==> src/logic/bls_pkg.sv <==
// package for the bootloader entry/exit sequencer
// assumes a single 50 MHz clock domain

package bls_pkg;

  localparam int unsigned CLK_HZ           = 50_000_000;
  // least time the enable level must stand after reset release, in ns
  localparam int unsigned EN_HOLD_NS       = 100;
  localparam int unsigned EN_HOLD_CYC      = (EN_HOLD_NS * (CLK_HZ / 1_000_000) + 999) / 1000;
  localparam int unsigned PWD_W            = 32;
  localparam logic [31:0] PWD_RESET        = 32'h0000_0000;

  // which serial loader image is resident
  typedef enum logic [1:0] {
    BLS_LDR_CORE_TIMER = 2'b00,
    BLS_LDR_IO_SERIAL  = 2'b01
  } bls_loader_type;

  typedef enum logic [1:0] {
    BLS_ST_RESET  = 2'b00,
    BLS_ST_SAMPLE = 2'b01,
    BLS_ST_APP    = 2'b10,
    BLS_ST_LOADER = 2'b11
  } bls_state_type;

  typedef struct packed {
    logic in_loader;
    logic mem_unlocked;
    logic uart_channel_sel;
    logic io_interface_sel;
  } bls_status_type;

endpackage : bls_pkg

==> src/logic/bls_sequencer.sv <==
// top of the bootloader entry/exit sequencer
// assumes pins arrive asynchronously; password, its valid flag and expected key come from loader logic on i_clk

`timescale 1ns/100ps
`default_nettype none

module bls_sequencer #(
  parameter int unsigned HOLD_CYC = bls_pkg::EN_HOLD_CYC
) (
  input  wire logic                    i_clk,
  input  wire logic                    i_resetn,
  input  wire logic                    i_io_reset_pin_n,
  input  wire logic                    i_core_domain_reset_pin_n,
  input  wire logic                    i_loader_enable_pin,
  input  wire logic                    i_loader_enable_pin_oe,
  input  wire logic                    i_test_entry_pin,
  input  wire logic                    i_io_loader_installed,
  input  wire logic                    i_pwd_valid,
  input  wire logic [bls_pkg::PWD_W-1:0] i_pwd,
  input  wire logic [bls_pkg::PWD_W-1:0] i_pwd_expected,
  output logic                         o_device_reset_n,
  output logic                         o_in_loader,
  output logic                         o_mem_access_ok,
  output logic                         o_uart_channel_sel,
  output logic                         o_io_interface_sel
);

  ////////////////////////////////////////////////////////////////////////////
  // pin synchronisers; first stage is read only by the second, and by pull_down_a for enable
  logic [1:0] io_rst_sync_reg;
  logic [1:0] core_rst_sync_reg;
  logic [1:0] en_sync_reg;
  logic [1:0] test_sync_reg;

  // undriven enable reads low, as the pull-down would make it
  wire en_pin_level = i_loader_enable_pin_oe & i_loader_enable_pin;

  always_ff @(posedge i_clk or negedge i_resetn) begin
    if (!i_resetn) begin
      io_rst_sync_reg   <= 2'b00;
      core_rst_sync_reg <= 2'b00;
      en_sync_reg       <= 2'b00;
      test_sync_reg     <= 2'b00;
    end else begin
      io_rst_sync_reg   <= {io_rst_sync_reg[0], i_io_reset_pin_n};
      core_rst_sync_reg <= {core_rst_sync_reg[0], i_core_domain_reset_pin_n};
      en_sync_reg       <= {en_sync_reg[0], en_pin_level};
      test_sync_reg     <= {test_sync_reg[0], i_test_entry_pin};
    end
  end

  wire io_rst_n   = io_rst_sync_reg[1];
  wire core_rst_n = core_rst_sync_reg[1];
  wire any_rst    = !io_rst_n || !core_rst_n;

  // io interface only when its loader is installed; else core pins decide
  wire use_io     = i_io_loader_installed;
  // each interface sees only its own entry pin; either reset pin resets both
  wire entry_lvl  = use_io ? en_sync_reg[1] : test_sync_reg[1];

  ////////////////////////////////////////////////////////////////////////////
  // entry / exit decision at reset release
  bls_pkg::bls_state_type state_reg;
  bls_pkg::bls_state_type state_next;
  logic [15:0] hold_cnt_reg;
  logic [15:0] hold_cnt_next;

  wire hold_done = (hold_cnt_reg >= 16'(HOLD_CYC));

  always_comb begin
    state_next    = state_reg;
    hold_cnt_next = hold_cnt_reg;
    if (any_rst) begin
      state_next    = bls_pkg::BLS_ST_RESET;
      hold_cnt_next = 16'h0000;
    end else begin
      unique case (state_reg)
        bls_pkg::BLS_ST_RESET: begin
          state_next    = bls_pkg::BLS_ST_SAMPLE;
          hold_cnt_next = 16'h0000;
        end
        bls_pkg::BLS_ST_SAMPLE: begin
          // a drop of enable before the hold time ends means application start
          if (!entry_lvl) begin
            state_next = bls_pkg::BLS_ST_APP;
          end else if (hold_done) begin
            state_next = bls_pkg::BLS_ST_LOADER;
          end else begin
            hold_cnt_next = hold_cnt_reg + 16'h0001;
          end
        end
        // enable may fall later without leaving the loader
        bls_pkg::BLS_ST_APP:    state_next = state_reg;
        bls_pkg::BLS_ST_LOADER: state_next = state_reg;
      endcase
    end
  end

  always_ff @(posedge i_clk or negedge i_resetn) begin
    if (!i_resetn) begin
      state_reg    <= bls_pkg::BLS_ST_RESET;
      hold_cnt_reg <= 16'h0000;
    end else begin
      state_reg    <= state_next;
      hold_cnt_reg <= hold_cnt_next;
    end
  end

  ////////////////////////////////////////////////////////////////////////////
  // password gate; cleared by any reset
  logic unlock_reg;
  wire  pwd_ok = i_pwd_valid && (i_pwd == i_pwd_expected);

  always_ff @(posedge i_clk or negedge i_resetn) begin
    if (!i_resetn) begin
      unlock_reg <= 1'b0;
    end else if (state_reg != bls_pkg::BLS_ST_LOADER) begin
      unlock_reg <= 1'b0;
    end else if (pwd_ok) begin
      unlock_reg <= 1'b1;
    end
  end

  ////////////////////////////////////////////////////////////////////////////
  // registered outputs
  bls_pkg::bls_status_type status_next;
  assign status_next.in_loader        = (state_next == bls_pkg::BLS_ST_LOADER);
  // judged on the next state so access drops on the same edge as loader mode
  assign status_next.mem_unlocked     = unlock_reg && (state_next == bls_pkg::BLS_ST_LOADER);
  assign status_next.uart_channel_sel = 1'b1;
  assign status_next.io_interface_sel = use_io;

  always_ff @(posedge i_clk or negedge i_resetn) begin
    if (!i_resetn) begin
      o_device_reset_n   <= 1'b0;
      o_in_loader        <= 1'b0;
      o_mem_access_ok    <= 1'b0;
      o_uart_channel_sel <= 1'b0;
      o_io_interface_sel <= 1'b0;
    end else begin
      o_device_reset_n   <= !any_rst;
      o_in_loader        <= status_next.in_loader;
      o_mem_access_ok    <= status_next.mem_unlocked;
      o_uart_channel_sel <= status_next.uart_channel_sel;
      o_io_interface_sel <= status_next.io_interface_sel;
    end
  end

  ////////////////////////////////////////////////////////////////////////////
  // checks
  reset_hold_a: assert property (@(posedge i_clk) disable iff (!i_resetn)
    any_rst |=> !o_device_reset_n) else $error("device left reset while a reset pin was low");
  mem_gate_a: assert property (@(posedge i_clk) disable iff (!i_resetn)
    o_mem_access_ok |-> o_in_loader) else $error("memory access granted outside loader");
  no_pwd_a: assert property (@(posedge i_clk) disable iff (!i_resetn)
    (state_reg != bls_pkg::BLS_ST_LOADER) |=> !unlock_reg) else $error("unlock survived loader exit");
  enter_a: assert property (@(posedge i_clk) disable iff (!i_resetn)
    (state_reg == bls_pkg::BLS_ST_SAMPLE && entry_lvl && hold_done && !any_rst)
      |=> o_in_loader) else $error("loader not entered with enable high");
  exit_a: assert property (@(posedge i_clk) disable iff (!i_resetn)
    (state_reg == bls_pkg::BLS_ST_SAMPLE && !entry_lvl && !any_rst)
      |=> state_reg == bls_pkg::BLS_ST_APP) else $error("application not started with enable low");
  hold_time_a: assert property (@(posedge i_clk) disable iff (!i_resetn)
    $rose(state_reg == bls_pkg::BLS_ST_LOADER) |-> $past(hold_cnt_reg) >= 16'(HOLD_CYC))
    else $error("loader entered before enable hold time");
  sticky_a: assert property (@(posedge i_clk) disable iff (!i_resetn)
    (state_reg == bls_pkg::BLS_ST_LOADER && !any_rst) |=> state_reg == bls_pkg::BLS_ST_LOADER)
    else $error("loader left without a reset pulse");
  uart_a: assert property (@(posedge i_clk) disable iff (!i_resetn)
    $past(i_resetn) |-> ##1 o_uart_channel_sel) else $error("uart channel not selected");
  iface_a: assert property (@(posedge i_clk) disable iff (!i_resetn)
    ##1 (o_io_interface_sel == $past(use_io))) else $error("interface select mismatch");

  ////////////////////////////////////////////////////////////////////////////
  // check helper: consecutive cycles of a high decision level out of reset;
  // kept apart from hold_cnt_reg so the hold check does not lean on it
  logic [15:0] lvl_run_reg;
  wire         lvl_run_max = (lvl_run_reg == 16'hffff);

  always_ff @(posedge i_clk or negedge i_resetn) begin
    if (!i_resetn) begin
      lvl_run_reg <= 16'h0000;
    end else if (any_rst || !entry_lvl) begin
      lvl_run_reg <= 16'h0000;
    end else if (!lvl_run_max) begin
      lvl_run_reg <= lvl_run_reg + 16'h0001;
    end
  end

  hold_run_a: assert property (@(posedge i_clk) disable iff (!i_resetn)
    $rose(state_reg == bls_pkg::BLS_ST_LOADER) |-> $past(lvl_run_reg) > 16'(HOLD_CYC))
    else $error("loader entered on a short enable level");
  rst_quiet_a: assert property (@(posedge i_clk) disable iff (!i_resetn)
    !o_device_reset_n |-> (!o_in_loader && !o_mem_access_ok)) else $error("mode shown while in reset");
  io_only_a: assert property (@(posedge i_clk) disable iff (!i_resetn)
    (state_reg == bls_pkg::BLS_ST_SAMPLE && use_io && !en_sync_reg[1] && !any_rst)
      |=> state_reg == bls_pkg::BLS_ST_APP) else $error("io interface ignored its enable pin");
  core_only_a: assert property (@(posedge i_clk) disable iff (!i_resetn)
    (state_reg == bls_pkg::BLS_ST_SAMPLE && !use_io && !test_sync_reg[1] && !any_rst)
      |=> state_reg == bls_pkg::BLS_ST_APP) else $error("core interface ignored its test pin");
  pull_down_a: assert property (@(posedge i_clk) disable iff (!i_resetn)
    !i_loader_enable_pin_oe |=> !en_sync_reg[0]) else $error("undriven enable read high");
  app_sticky_a: assert property (@(posedge i_clk) disable iff (!i_resetn)
    (state_reg == bls_pkg::BLS_ST_APP && !any_rst) |=> state_reg == bls_pkg::BLS_ST_APP)
    else $error("application left without a reset pulse");
  no_unlock_a: assert property (@(posedge i_clk) disable iff (!i_resetn)
    (state_reg == bls_pkg::BLS_ST_LOADER && !pwd_ok && !unlock_reg) |=> !unlock_reg)
    else $error("unlock without a matching password");

endmodule : bls_sequencer

`default_nettype wire

==> config.mk <==
export PLATFORM = sky130hd
export DESIGN_NAME = bls_sequencer
export DESIGN_NICKNAME = d
export VERILOG_FILES = /design/src/logic/bls_pkg.sv /design/src/logic/bls_sequencer.sv
export SDC_FILE = /design/constraint.sdc
export NUM_CORES = 1
export LEC_CHECK = 0
export ABC_AREA = 1
export BUFFER_PORTS_ARGS = -buffer_cell sky130_fd_sc_hd__buf_2
export CAP_MARGIN = 20
export CORE_MARGIN = 2
export CORE_UTILIZATION = 30
export CTS_CLUSTER_DIAMETER = 100
export DETAILED_ROUTE_END_ITERATION = 12
export MAX_ROUTING_LAYER = met4
export REMOVE_ABC_BUFFERS = 1
export SETUP_SLACK_MARGIN = 0.2
export SYNTH_ARGS = -nofsm -noshare
export SYNTH_HDL_FRONTEND = slang
export SYNTH_SLANG_ARGS = --single-unit
==> constraint.sdc <==
create_clock -name i_clk -period 1.9 [get_ports i_clk]
set_clock_uncertainty 0.1 [all_clocks]
set_input_delay 0.19 -clock i_clk [delete_from_list [all_inputs] [get_ports i_clk]]
set_output_delay 0.19 -clock i_clk [all_outputs]
set_load 0.01 [all_outputs]
==> run_summary.xml <==
<?xml version="1.0" encoding="UTF-8"?>
<metrics>
  <group name="placed_design">
    <metric name="finalWeightedCongestion" unit="">0.932</metric>
    <metric name="dp.final_hpwl" unit="mm">3.04</metric>
    <metric name="port_buffers" unit="">77</metric>
    <metric name="placedCellCount" unit="">409</metric>
  </group>
  <group name="min_path">
    <metric name="min_delay_worst_endpoint" unit="">unlock_reg$_DFFE_PN0P_</metric>
    <metric name="hold_start" unit="">i_pwd[17]</metric>
    <metric name="timing.hold.worst.class" unit="">in2reg</metric>
    <metric name="holdPathStages" unit="">5</metric>
  </group>
  <group name="run">
    <metric name="cap_viol_max_count" unit="">0</metric>
  </group>
  <group name="die">
    <metric name="die_area" unit="um^2">6660</metric>
    <metric name="rows" unit="">28</metric>
    <metric name="io_pins" unit="">78</metric>
    <metric name="fp.dieW" unit="um">81.6</metric>
    <metric name="core_area" unit="um^2">5890</metric>
    <metric name="start_util" unit="%">30.7</metric>
    <metric name="fp.dieH" unit="um">81.6</metric>
  </group>
  <group name="timing">
    <metric name="achievable-frequency" unit="MHz">622</metric>
    <metric name="timing.hold.ws" unit="ns">0.250</metric>
    <metric name="timing_hold_violations_final" unit="">0</metric>
    <metric name="totalNegativeSetupSlack" unit="ns">0</metric>
    <metric name="grt_setup_unrepaired" unit="">false</metric>
    <metric name="period_share" unit="%">84.6</metric>
    <metric name="final.min_clock_period" unit="ns">1.61</metric>
    <metric name="final-max-slew-violation-count" unit="">0</metric>
    <metric name="worst_slew_pin_slew" unit="ns">0.682</metric>
    <metric name="relSlewSlack" unit="%">54.5</metric>
    <metric name="final-setup-viol-count" unit="">0</metric>
  </group>
  <group name="clocking">
    <metric name="insertion_delay" unit="ns">0.28</metric>
    <metric name="numClockSinks" unit="">32</metric>
    <metric name="cts_inserted_buffers" unit="">5</metric>
    <metric name="clk_transition_reported_paths" unit="ns">0.07</metric>
    <metric name="cts_htree_levels" unit="">2</metric>
    <metric name="max-clock-path-buffers" unit="">2</metric>
    <metric name="ctsRootBufferMaster" unit="">sky130_fd_sc_hd__clkbuf_8</metric>
    <metric name="cts_tree" unit="">yes</metric>
  </group>
  <group name="yosys">
    <metric name="syn_inst" unit="">258</metric>
    <metric name="synth.lib_cells_used.distinct" unit="">21</metric>
    <metric name="yosys_warnings" unit="">0</metric>
    <metric name="synthesis.area" unit="um^2">1810</metric>
    <metric name="synth.yosys.seq_area_share" unit="%">44.3</metric>
    <metric name="syn_area_per_cell" unit="um^2">7.01</metric>
    <metric name="synth.ff_latch_count" unit="">32</metric>
  </group>
  <group name="critical_path">
    <metric name="r2r_cells" unit="">9</metric>
    <metric name="timing.critical_path.cells" unit="">inv_1, ha_1, inv_1, o21ai_2, nand4_1, nand2_2, nand2_4, nand2_8, nor2_1</metric>
    <metric name="reg2reg_slack" unit="ns">0.29</metric>
    <metric name="critPathKind" unit="">reg2reg</metric>
    <metric name="timing.critical_path.slowest_stage_cell" unit="">sky130_fd_sc_hd__dfrtp_1</metric>
    <metric name="worst_setup_path_end_kind" unit="">flop</metric>
    <metric name="critical_path.most_common_cell" unit="">sky130_fd_sc_hd__inv_1</metric>
    <metric name="required" unit="ns">1.97</metric>
    <metric name="timing.rr.start" unit="">hold_cnt_reg[0]$_DFFE_PN0P_</metric>
    <metric name="start_kind" unit="">flop</metric>
    <metric name="cp_max_fo" unit="">13</metric>
    <metric name="reg2reg_to" unit="">hold_cnt_reg[8]$_DFFE_PN0P_</metric>
    <metric name="cp-startpoint" unit="">hold_cnt_reg[0]$_DFFE_PN0P_</metric>
    <metric name="worst-endpoint-arrival" unit="ns">1.67</metric>
    <metric name="crit_path_max_incr_delay" unit="ns">0.42</metric>
  </group>
  <group name="status">
    <metric name="run_status" unit="">finished, final reports clean</metric>
  </group>
  <group name="layout">
    <metric name="num_antenna_cells" unit="">0</metric>
    <metric name="drive_gt1_share" unit="%">26.7</metric>
    <metric name="flow.area_growth_from_synthesis" unit="%">38.5</metric>
    <metric name="nFillCells" unit="">617</metric>
    <metric name="fin_cells" unit="">427</metric>
    <metric name="largest_register_ffs" unit="">16</metric>
    <metric name="seqCellArea" unit="um^2">801</metric>
    <metric name="finalNetCount" unit="">427</metric>
    <metric name="multi_input_comb_area" unit="um^2">742</metric>
  </group>
  <group name="global_routing">
    <metric name="grt_pass1_wl" unit="mm">6.32</metric>
    <metric name="grt_overflow_total" unit="">0</metric>
    <metric name="first_global_vias" unit="">1593</metric>
    <metric name="grtUsageTotal" unit="%">12.8</metric>
    <metric name="number_of_antenna_violations_at_the_first_check_in_global_routing" unit="">0</metric>
    <metric name="grt_start_max_net_pins" unit="">33</metric>
  </group>
  <group name="routing">
    <metric name="drc_errors" unit="">0</metric>
    <metric name="first_iter_violations" unit="">90</metric>
    <metric name="drt-total-wl" unit="mm">3.78</metric>
    <metric name="dr_total_vias" unit="">1718</metric>
    <metric name="vias_per_cell" unit="">4.02</metric>
    <metric name="route.detailed.wl_per_inst" unit="um">8.86</metric>
    <metric name="ant_nets" unit="">0</metric>
    <metric name="drt_pre_antenna_iters" unit="">4</metric>
  </group>
  <group name="power_and_ir_drop">
    <metric name="totalPowerFinal" unit="W">0.00163</metric>
    <metric name="power_density" unit="nW/um^2">652</metric>
    <metric name="leakage" unit="nW">1.51</metric>
    <metric name="power.ir.vdd_worst" unit="V">0.000383</metric>
  </group>
</metrics>
==> critical path, delay by kind of cell, from the launching register on <==
family,cells,cell delay [ns]
simple gates,5,0.54
flops,1,0.42
fa+ha+maj,1,0.16
buf+inv,2,0.15
compound gates,1,0.11
==> worst max path at each step <==
stage | cells after the start | end
final | 9 | hold_cnt_reg[8]$_DFFE_PN0P_
after CTS | 9 | hold_cnt_reg[9]$_DFFE_PN0P_
after detailed placement | 9 | hold_cnt_reg[5]$_DFFE_PN0P_
after floorplan | 9 | hold_cnt_reg[10]$_DFFE_PN0P_
after global placement | 9 | hold_cnt_reg[6]$_DFFE_PN0P_
after global routing | 9 | hold_cnt_reg[15]$_DFFE_PN0P_
==> synthesized netlist by cell type (all sizes together) <==
master   n  area [um^2]
xnor2    5         43.8
nand3    9         45.0
buf      1         15.0
nor2    32          120
xor2     5         43.8
a21boi   1         7.51
ha       3         37.5
dfrtp   32          801
conb     1         3.75
inv     70          263
o21ai    5         25.0
nor3     1         10.0
o22ai    2         12.5
a21oi    2         10.0
nand4    6         37.5
o211ai   1         7.51
nand2   82          325
==> routing by layer <==
layer  GRT usage [%]  part of all wire (%)  routed length (um)
met4            4.33                   2.0                  76
met5               -                     0                   0
met1            13.4                    43                1630
met3            4.40                   6.4                 244
met2            22.4                    48                1830
==> logic make-up (layout without fill, tap and decap cells) <==
group | Yosys count | in the layout | share of synthesized area, %
adders and majority gates | 3 | 3 | 2.08
buffers and inverters | 71 | 165 | 15.4
DFF | 32 | 32 | 44.3
other | 1 | 1 | 0.207
and+or+nand+nor | 130 | 130 | 29.8
xor gates and xnor gates | 10 | 10 | 4.84
AOI/OAI and AO/OA | 11 | 11 | 3.46
==> layout make-up <==
| type | count | area share, % |
|---|---|---|
| Clock buffer | 7 | 3.85 |
| Clock inverter | 1 | 1.20 |
| Inverter | 70 | 10.5 |
| Multi-Input combinational cell | 155 | 29.6 |
| Sequential cell | 32 | 32.0 |
| Tap cell | 75 | 3.75 |
| Timing Repair Buffer | 87 | 19.1 |
==> placed cells by master (no fill, tap or decap) <==
cell,count
sky130_fd_sc_hd__nand2_1,79
sky130_fd_sc_hd__buf_2,77
sky130_fd_sc_hd__inv_1,69
sky130_fd_sc_hd__nor2_1,32
sky130_fd_sc_hd__dfrtp_1,32
sky130_fd_sc_hd__nand3_1,9
sky130_fd_sc_hd__clkbuf_8,7
sky130_fd_sc_hd__dlygate4sd3_1,7
sky130_fd_sc_hd__nand4_1,6
sky130_fd_sc_hd__xor2_1,5
sky130_fd_sc_hd__xnor2_1,5
sky130_fd_sc_hd__o21ai_0,4
sky130_fd_sc_hd__ha_1,3
sky130_fd_sc_hd__buf_4,3
sky130_fd_sc_hd__a21oi_1,2
sky130_fd_sc_hd__o22ai_1,2
sky130_fd_sc_hd__o211ai_1,1
sky130_fd_sc_hd__nor3_2,1
sky130_fd_sc_hd__o21ai_2,1
sky130_fd_sc_hd__nand2_2,1
sky130_fd_sc_hd__inv_2,1
sky130_fd_sc_hd__nand2_4,1
sky130_fd_sc_hd__nand2_8,1
sky130_fd_sc_hd__a21boi_0,1
sky130_fd_sc_hd__bufinv_16,1
sky130_fd_sc_hd__conb_1,1
==> repair_timing <==
item	4_1_cts	5_1_grt
hold buffers	7	0
setup endpoints to repair	0	15
endpoints found under the hold margin	37	0
resized for setup	0	2
buffers inserted	0	3
==> report_power, final <==
group / switching [W] / internal [W]
clock: 0.000236 / 0.000462
sequential: 0.00000542 / 0.000696
combinational: 0.000119 / 0.000114
==> through the flow <==
stage / utilization, % / cell area [um^2] / worst slack [ns]
global route: 42.5 / 2500 / 0.190
floorplan: - / 1790 / 0.479
finish: 42.5 / 2500 / 0.292
CTS: 41.9 / 2470 / 0.243
global placement: 38.6 / 2270 / 0.380
detailed placement: 38.6 / 2270 / 0.258
No activity file was read; power rests on OpenSTA's default activity.
